<file path="src/include/pcer_defines.vh">
// Offsets, field positions and reset values of the correctable error register block
`ifndef PCER_DEFINES_VH
`define PCER_DEFINES_VH

// ==========================================================================
// Register offsets (extended configuration space byte addresses)
`define PCER_OFS_COR_STATUS 12'h110
`define PCER_OFS_COR_MASK 12'h114
`define PCER_OFS_CAP_CTRL 12'h118
`define PCER_OFS_HDR_LOG0 12'h11C
`define PCER_OFS_HDR_LOG1 12'h120
`define PCER_OFS_HDR_LOG2 12'h124
`define PCER_OFS_HDR_LOG3 12'h128

// ==========================================================================
// Correctable status / mask bit positions
`define PCER_BIT_ADVISORY 13
`define PCER_BIT_RETX_TIMER 12
`define PCER_BIT_REPLAY_ROLL 8
`define PCER_BIT_LINK_PKT 7
`define PCER_BIT_TRANS_PKT 6
`define PCER_BIT_RX_CODING 0
`define PCER_COR_IMPL_BITS 32'h000031C1

// ==========================================================================
// Capability and control field positions
`define PCER_BIT_CHECK_EN 8
`define PCER_BIT_CHECK_SUP 7
`define PCER_BIT_GEN_EN 6
`define PCER_BIT_GEN_SUP 5
`define PCER_FEP_MSB 4
`define PCER_FEP_LSB 0

// ==========================================================================
// Reset values
`define PCER_RST_COR_STATUS 32'h00000000
`define PCER_RST_COR_MASK 32'h00002000
`define PCER_RST_CAP_CTRL 32'h000000A0
`define PCER_RST_FEP 5'h00
`define PCER_RST_HDR 32'h00000000

`endif

</file>
<file path="src/verilog/pcer_regs.v">
// Correctable error status, mask, ECRC capability/control and header log registers
`include "pcer_defines.vh"

// Behaviour
// Status bits are sticky; only a written one or reset clears them.
// Advisory non-fatal error report sets status bit 13.
// Retransmit timer expiry with unacknowledged packet sets status bit 12.
// Replay attempt counter rollover sets status bit 8.
// Coding error during DLLP reception sets status bit 7.
// Coding error during TLP reception sets status bit 6.
// Any coding error sets status bit 0.
// Unused status and mask bits are read-only and read zero.
// Masked error sets no status, sends no message, loads no log or pointer.
// Mask bits 13,12,8,7,6,0 writable; reset value 0000_2000h.
// Control bit 8 enables ECRC checking of received packets.
// Control bit 6 enables ECRC generation on transmitted packets.
// Capability bits 7 and 5 always read one.
// Field 4:0 holds position of first detected uncorrectable error class.
// All fields return to defaults on link, global or power-on reset.
// Capability/control reads 0000_00A0h after reset.
// Header of most recent error packet captured in four-word log at 11Ch.
// Unmasked correctable error requests a correctable error message upstream.
module pcer_regs (
    input wire CLK,
    input wire RST,
    input wire LINK_RESET_N,
    input wire GLOBAL_RESET_PIN_N,
    input wire CFG_WR,
    input wire CFG_RD,
    input wire [11:0] CFG_ADDR,
    input wire [31:0] CFG_WDATA,
    input wire [3:0] CFG_BYTE_EN,
    input wire ADVISORY_NONFATAL_EVENT,
    input wire RETRANSMIT_TIMER_EVENT,
    input wire REPLAY_ROLLOVER_EVENT,
    input wire PHY_CODING_ERROR,
    input wire RX_DLLP_ACTIVE,
    input wire RX_TLP_ACTIVE,
    input wire UNCOR_ERROR_EVENT,
    input wire [4:0] UNCOR_ERROR_POS,
    input wire UNCOR_STATUS_CLEARED,
    input wire HDR_LOG_LOAD,
    input wire [127:0] HDR_LOG_DATA,
    output reg [31:0] CFG_RDATA,
    output reg CFG_RD_VALID,
    output reg CORR_MSG_REQ,
    output reg END_CRC_CHECK_ENABLE,
    output reg END_CRC_GENERATE_ENABLE
);

    // ======================================================================
    // Reset sources
    // Both pins come from outside the core clock, so each passes two flops
    // before it joins the power-on reset.
    // Pin levels are captured raw, so no logic sits ahead of the first flop.
    reg link_rst_n_meta_ff;
    reg link_rst_n_sync_ff;
    reg glob_rst_n_meta_ff;
    reg glob_rst_n_sync_ff;
    wire any_rst;

    always @(posedge CLK) begin
        if (RST) begin
            link_rst_n_meta_ff <= 1'b0;
            link_rst_n_sync_ff <= 1'b0;
            glob_rst_n_meta_ff <= 1'b0;
            glob_rst_n_sync_ff <= 1'b0;
        end else begin
            link_rst_n_meta_ff <= LINK_RESET_N;
            link_rst_n_sync_ff <= link_rst_n_meta_ff;
            glob_rst_n_meta_ff <= GLOBAL_RESET_PIN_N;
            glob_rst_n_sync_ff <= glob_rst_n_meta_ff;
        end
    end

    assign any_rst = RST | ~link_rst_n_sync_ff | ~glob_rst_n_sync_ff;

    // ======================================================================
    // Byte-lane write data and address decode
    reg [31:0] wr_bits;
    integer i;

    always @* begin
        for (i = 0; i < 4; i = i + 1) begin
            wr_bits[i*8 +: 8] = CFG_BYTE_EN[i] ? CFG_WDATA[i*8 +: 8] : 8'h00;
        end
    end

    wire wr_status = CFG_WR & (CFG_ADDR == `PCER_OFS_COR_STATUS);
    wire wr_mask = CFG_WR & (CFG_ADDR == `PCER_OFS_COR_MASK);
    wire wr_ctrl = CFG_WR & (CFG_ADDR == `PCER_OFS_CAP_CTRL);

    // ======================================================================
    // Error events
    reg [31:0] raw_events;
    reg [31:0] mask_ff;
    wire [31:0] live_events;

    always @* begin
        raw_events = 32'h00000000;
        raw_events[`PCER_BIT_ADVISORY] = ADVISORY_NONFATAL_EVENT;
        raw_events[`PCER_BIT_RETX_TIMER] = RETRANSMIT_TIMER_EVENT;
        raw_events[`PCER_BIT_REPLAY_ROLL] = REPLAY_ROLLOVER_EVENT;
        raw_events[`PCER_BIT_LINK_PKT] = PHY_CODING_ERROR & RX_DLLP_ACTIVE;
        raw_events[`PCER_BIT_TRANS_PKT] = PHY_CODING_ERROR & RX_TLP_ACTIVE;
        raw_events[`PCER_BIT_RX_CODING] = PHY_CODING_ERROR;
    end

    // A masked event is dropped here, before it can touch status or message
    assign live_events = raw_events & ~mask_ff & `PCER_COR_IMPL_BITS;

    // ======================================================================
    // Correctable error status: set wins over a clear in the same cycle
    reg [31:0] status_ff;
    wire [31:0] nxt_status;

    assign nxt_status = ((status_ff & ~(wr_status ? wr_bits : 32'h00000000))
                         | live_events) & `PCER_COR_IMPL_BITS;

    always @(posedge CLK) begin
        if (any_rst) begin
            status_ff <= `PCER_RST_COR_STATUS;
        end else begin
            status_ff <= nxt_status;
        end
    end

    // ======================================================================
    // Correctable error mask
    always @(posedge CLK) begin
        if (any_rst) begin
            mask_ff <= `PCER_RST_COR_MASK;
        end else if (wr_mask) begin
            mask_ff <= ((mask_ff & ~{{8{CFG_BYTE_EN[3]}}, {8{CFG_BYTE_EN[2]}},
                         {8{CFG_BYTE_EN[1]}}, {8{CFG_BYTE_EN[0]}}}) | wr_bits)
                       & `PCER_COR_IMPL_BITS;
        end
    end

    // ======================================================================
    // Message request toward the link layer
    always @(posedge CLK) begin
        if (any_rst) begin
            CORR_MSG_REQ <= 1'b0;
        end else begin
            CORR_MSG_REQ <= |live_events;
        end
    end

    // ======================================================================
    // ECRC enables
    always @(posedge CLK) begin
        if (any_rst) begin
            END_CRC_CHECK_ENABLE <= 1'b0;
            END_CRC_GENERATE_ENABLE <= 1'b0;
        end else if (wr_ctrl) begin
            if (CFG_BYTE_EN[1]) begin
                END_CRC_CHECK_ENABLE <= CFG_WDATA[`PCER_BIT_CHECK_EN];
            end
            if (CFG_BYTE_EN[0]) begin
                END_CRC_GENERATE_ENABLE <= CFG_WDATA[`PCER_BIT_GEN_EN];
            end
        end
    end

    // ======================================================================
    // First error pointer
    // The pointer stays frozen on the first error until the uncorrectable
    // logic reports that its status bit was cleared; later errors are lost.
    reg [4:0] first_err_ff;
    reg first_held_ff;

    always @(posedge CLK) begin
        if (any_rst) begin
            first_err_ff <= `PCER_RST_FEP;
            first_held_ff <= 1'b0;
        end else if (UNCOR_ERROR_EVENT & (~first_held_ff | UNCOR_STATUS_CLEARED)) begin
            first_err_ff <= UNCOR_ERROR_POS;
            first_held_ff <= 1'b1;
        end else if (UNCOR_STATUS_CLEARED) begin
            first_held_ff <= 1'b0;
        end
    end

    // ======================================================================
    // Header log
    // Advisory errors carry a header, so an unmasked advisory event also
    // loads it; the other correctable errors have no packet to log.
    reg [31:0] hdr_log_ff [0:3];
    wire hdr_load = HDR_LOG_LOAD | live_events[`PCER_BIT_ADVISORY];
    integer k;

    always @(posedge CLK) begin
        if (any_rst) begin
            for (k = 0; k < 4; k = k + 1) begin
                hdr_log_ff[k] <= `PCER_RST_HDR;
            end
        end else if (hdr_load) begin
            for (k = 0; k < 4; k = k + 1) begin
                hdr_log_ff[k] <= HDR_LOG_DATA[k*32 +: 32];
            end
        end
    end

    // ======================================================================
    // Read path: one cycle latency, unmapped offsets read zero
    reg [31:0] rd_mux;

    always @* begin
        rd_mux = 32'h00000000;
        case (CFG_ADDR)
            `PCER_OFS_COR_STATUS: rd_mux = status_ff;
            `PCER_OFS_COR_MASK: rd_mux = mask_ff;
            `PCER_OFS_CAP_CTRL: begin
                rd_mux[`PCER_BIT_CHECK_EN] = END_CRC_CHECK_ENABLE;
                rd_mux[`PCER_BIT_CHECK_SUP] = 1'b1;
                rd_mux[`PCER_BIT_GEN_EN] = END_CRC_GENERATE_ENABLE;
                rd_mux[`PCER_BIT_GEN_SUP] = 1'b1;
                rd_mux[`PCER_FEP_MSB:`PCER_FEP_LSB] = first_err_ff;
            end
            `PCER_OFS_HDR_LOG0: rd_mux = hdr_log_ff[0];
            `PCER_OFS_HDR_LOG1: rd_mux = hdr_log_ff[1];
            `PCER_OFS_HDR_LOG2: rd_mux = hdr_log_ff[2];
            `PCER_OFS_HDR_LOG3: rd_mux = hdr_log_ff[3];
            default: rd_mux = 32'h00000000;
        endcase
    end

    always @(posedge CLK) begin
        if (any_rst) begin
            CFG_RDATA <= 32'h00000000;
            CFG_RD_VALID <= 1'b0;
        end else begin
            CFG_RDATA <= CFG_RD ? rd_mux : 32'h00000000;
            CFG_RD_VALID <= CFG_RD;
        end
    end

endmodule

</file>
<file path="config.mk">
export PLATFORM = sky130hd
export DESIGN_NAME = pcer_regs
export DESIGN_NICKNAME = d
export VERILOG_FILES = /design/src/verilog/pcer_regs.v
export VERILOG_INCLUDE_DIRS = /design/src /design/src/include
export SDC_FILE = /design/constraint.sdc
export NUM_CORES = 1
export LEC_CHECK = 0
export BUFFER_PORTS_ARGS = -buffer_cell sky130_fd_sc_hd__buf_2
export CAP_MARGIN = 10
export CORE_MARGIN = 8
export CORE_UTILIZATION = 30
export CTS_BUF_LIST = sky130_fd_sc_hd__clkbuf_8
export CTS_CLUSTER_DIAMETER = 120
export CTS_CLUSTER_SIZE = 12
export DETAILED_ROUTE_END_ITERATION = 8
export SLEW_MARGIN = 20
export SYNTH_ARGS = -nofsm -noshare
export SYNTH_HDL_FRONTEND = slang
export SYNTH_SLANG_ARGS = --single-unit
</file>
<file path="constraint.sdc">
create_clock -name CLK -period 5.6 [get_ports CLK]
set_input_delay 1.12 -clock CLK [delete_from_list [all_inputs] [get_ports CLK]]
set_output_delay 1.12 -clock CLK [all_outputs]
set_load 0.1 [all_outputs]
</file>
==> results.json <==
{
  "run_status": "finished clean",
  "post_cts_resized": 0,
  "filler_cell_count": 2570,
  "worst-setup-path-type": "in2reg",
  "placed_cells": 1112,
  "setup_failing_eps_final": 0,
  "htree_num_levels": 4,
  "proportion_of_register_bits_with_asynchronous_set_or_reset_after_synthesis_pct": 0,
  "hold_viol": 0,
  "yosys_register_bits": 186,
  "number_of_warnings_reported_in_the_yosys_synthesis_log": 0,
  "detail-route-antenna-nets": 0,
  "timing_max_transition_violations_final": 0,
  "class_of_the_worst_hold_path": "reg2reg",
  "synthDistinctLibCells": 48,
  "synthDominantAreaCellType": "sky130_fd_sc_hd__edfxtp_1",
  "maxCapViolCount": 0,
  "mappedNetlistArea_mm2": 0.00791,
  "rsz0062_at_grt": "no",
  "finalWorstPathRequiredPeriod_ns": 2.90,
  "die_height_um": 178,
  "sequential_fraction_of_the_synthesis_area_pct": 63.3,
  "post_drt_wl_per_cell_um": 18.8,
  "yosys.area_share.adder_pct": 0,
  "worst_ep_required_time_ns": 5.68,
  "synthesis.instances": 611,
  "post_route_cells_drive_above_1_share_pct": 35.8,
  "synthMuxAreaShare_pct": 5.85,
  "cts.clk_slew.worst_paths_ns": 0.10,
  "fin_tns_setup_ns": 0,
  "dp_hpwl_um": 14400,
  "static-leakage-power_nw": 4.04,
  "cts_num_sinks": 186,
  "cts_hold_repair.buffers": 0,
  "timing.slew.headroom_pct": 33.7,
  "synth-simple-area-share_pct": 19.4,
  "cts_buffer_depth": 2,
  "post_synth_main_area_contributors": "sky130_fd_sc_hd__edfxtp_1 49%, sky130_fd_sc_hd__dfxtp_1 15%, sky130_fd_sc_hd__and2_1 10%",
  "synthesis.area_per_instance_um2": 12.9,
  "fmax_mhz": 344,
  "worst_setup_path_start_kind": "input port",
  "vias_per_cell": 4.74,
  "via_count": 5440,
  "timing.clock.skew_ns": 0.0149,
  "synth-compound-area-share_pct": 8.84,
  "worst_ep_arrival_time_ns": 2.99,
  "timing_worst_slew_pin_value_ns": 0.994,
  "ioPinCount": 232,
  "drt_wl_total_um": 21500,
  "stdcell_count": 1147,
  "synthesis.nets": 807,
  "grt_pass1_wl_um": 32500,
  "cts.root.buffer_cell": "sky130_fd_sc_hd__clkbuf_8",
  "ys_top_cells_by_count": "132 x sky130_fd_sc_hd__and2_1, 128 x sky130_fd_sc_hd__edfxtp_1, 58 x sky130_fd_sc_hd__dfxtp_1",
  "worst_ir_drop_vdd_mv": 0.124,
  "yosys.area_share.xor_xnor_pct": 0.111,
  "top_fanout_value_on_the_critical_path": 49,
  "gp_congestion": 0.771,
  "tritoncts": "yes",
  "grt_use_total_pct": 13.5,
  "combinational_family_with_the_most_area_after_synthesis": "simple AND/OR/NAND/NOR gates",
  "first_global_vias": 5623,
  "antenna_found_initial": 3,
  "drc": 0,
  "final_nets": 993,
  "area_growth_pct": 23.0,
  "cts_post_setup_buffers_inserted": 0,
  "dominantRegCellSynth": "sky130_fd_sc_hd__edfxtp_1",
  "grt.overflow.total": 0,
  "power_density_mw_per_mm2": 268,
  "worstSkewPairLatency_ns": 0.46,
  "core_mm2": 0.0260,
  "floorplan.initialDensity_pct": 30.4,
  "number_of_enable_type_register_cells_in_the_synthesized_netlist": 128,
  "timing.critical_path.to_type": "flop",
  "port-buffer-count": 203,
  "cts_made_buffers": 17,
  "synth_most_common_cell": "sky130_fd_sc_hd__and2_1",
  "drt_pass1_iterations": 5,
  "placement_rows": 59,
  "netlist.area_leader.share_pct": 48.6,
  "detail_route.iter0.violations": 332,
  "full_die_area_mm2": 0.0318,
  "die_w_um": 178,
  "final_min_period_over_clock_period_pct": 51.9,
  "grt_start_max_net_pins": 129
}
cell usage in the layout, fill, tap and decap left out, types with 3 or more instances in the layout:
cell type / n
sky130_fd_sc_hd__a31oi_1: 4
sky130_fd_sc_hd__buf_2: 203
sky130_fd_sc_hd__inv_6: 5
sky130_fd_sc_hd__nor2b_1: 14
sky130_fd_sc_hd__and4b_1: 5
sky130_fd_sc_hd__nor4bb_1: 6
sky130_fd_sc_hd__nand3_1: 6
sky130_fd_sc_hd__mux2i_1: 8
sky130_fd_sc_hd__nand2_1: 37
sky130_fd_sc_hd__o21ai_0: 15
sky130_fd_sc_hd__clkbuf_8: 20
sky130_fd_sc_hd__and3b_1: 3
sky130_fd_sc_hd__a21oi_1: 12
sky130_fd_sc_hd__and2_1: 132
sky130_fd_sc_hd__buf_4: 7
sky130_fd_sc_hd__nand3b_1: 7
sky130_fd_sc_hd__a222oi_1: 4
sky130_fd_sc_hd__edfxtp_1: 128
sky130_fd_sc_hd__inv_1: 5
sky130_fd_sc_hd__a311oi_1: 3
sky130_fd_sc_hd__dfxtp_1: 58
sky130_fd_sc_hd__a211oi_1: 25
sky130_fd_sc_hd__a22oi_1: 29
sky130_fd_sc_hd__nand4_1: 3
sky130_fd_sc_hd__bufinv_16: 4
sky130_fd_sc_hd__mux2_2: 30
critical path, cell delays in order:
cell and delay, ns:
sky130_fd_sc_hd__buf_2 0.13, sky130_fd_sc_hd__nand3b_1 0.44, sky130_fd_sc_hd__or3_4 0.58, sky130_fd_sc_hd__buf_4 0.64
report_power, final:
part | total, W | internal (W) | switching [W] | leakage, nW
Combinational | 0.000129 | 0.0000610 | 0.0000682 | 1.77
Clock | 0.00102 | 0.000529 | 0.000493 | 0.229
Sequential | 0.00146 | 0.00146 | 0.00000158 | 2.04
Total | 0.00261 | 0.00205 | 0.000563 | 4.04
layer usage:
| metal | track usage [%] | wire (um) | up-vias | share of wire (%) |
|---|---|---|---|---|
| met5 | 0 | 13 | - | 0.060 |
| met4 | 4.20 | 278 | 2 | 1.3 |
| met3 | 3.64 | 1450 | 17 | 6.7 |
| met2 | 21.0 | 9990 | 167 | 46 |
| met1 | 18.1 | 9810 | 2635 | 46 |
| li1 | - | - | 2619 | - |
state kept, by name, indices dropped and copies added (netlist names), named ones only:
| register | flops |
|---|---|
| CFG_RDATA | 32 |
| CFG_RD_VALID | 1 |
| CORR_MSG_REQ | 1 |
| END_CRC_CHECK_ENABLE | 1 |
| END_CRC_GENERATE_ENABLE | 1 |
| first_err_ff | 5 |
| first_held_ff | 1 |
| glob_rst_n_meta_ff | 1 |
| glob_rst_n_sync_ff | 1 |
| hdr_log_ff | 128 |
| link_rst_n_meta_ff | 1 |
| link_rst_n_sync_ff | 1 |
| status_ff | 6 |
final cells by class:
cell class / instances / area, um2 / area share (%)
sequential: 186 / 5000 / 51.5
multi-input combinational: 377 / 2730 / 28.0
timing repair buffer: 211 / 1100 / 11.3
tap: 335 / 419 / 4.31
clock buffer: 20 / 275 / 2.83
clock inverter: 12 / 183 / 1.88
inverter: 4 / 15.0 / 0.154
antenna: 2 / 5.00 / 0.0515
per-stage QoR:
step | setup slack (ns) | hold WS, ns | power, W | area [um2] | util (%)
6_report | 2.70 | 0.444 | 0.00261 | 9730 | 37.4
5_1_grt | 2.49 | 0.465 | 0.00271 | 9730 | 37.4
4_1_cts | 2.66 | 0.449 | 0.00265 | 9690 | 37.3
3_5_place_dp | 2.14 | 0.424 | 0.00162 | 9240 | 35.5
3_3_place_gp | 2.16 | 0.422 | 0.00162 | 9240 | 35.5
2_1_floorplan | 0.938 | 0.414 | 0.00154 | 7910 | -
path summary, 6_finish.rpt:
check	start	endpoint	slack, ns	cells past startpoint
setup / recovery	RST	hdr_log_ff[0][0]	2.70	4
hold / removal	link_rst_n_meta_ff	link_rst_n_sync_ff	0.44	1
hold reg to reg	link_rst_n_meta_ff	link_rst_n_sync_ff	0.44	1
setup reg to reg	glob_rst_n_sync_ff	hdr_log_ff[0][0]	3.19	3
logic make-up after synthesis:
kind of cell	Yosys count
muxes	40
DFF	186
buffers and inverters	48
and+or+nand+nor	236
AOI/OAI and AO/OA	100
xor gates and xnor gates	1
(Power assumes the default switching activity.)
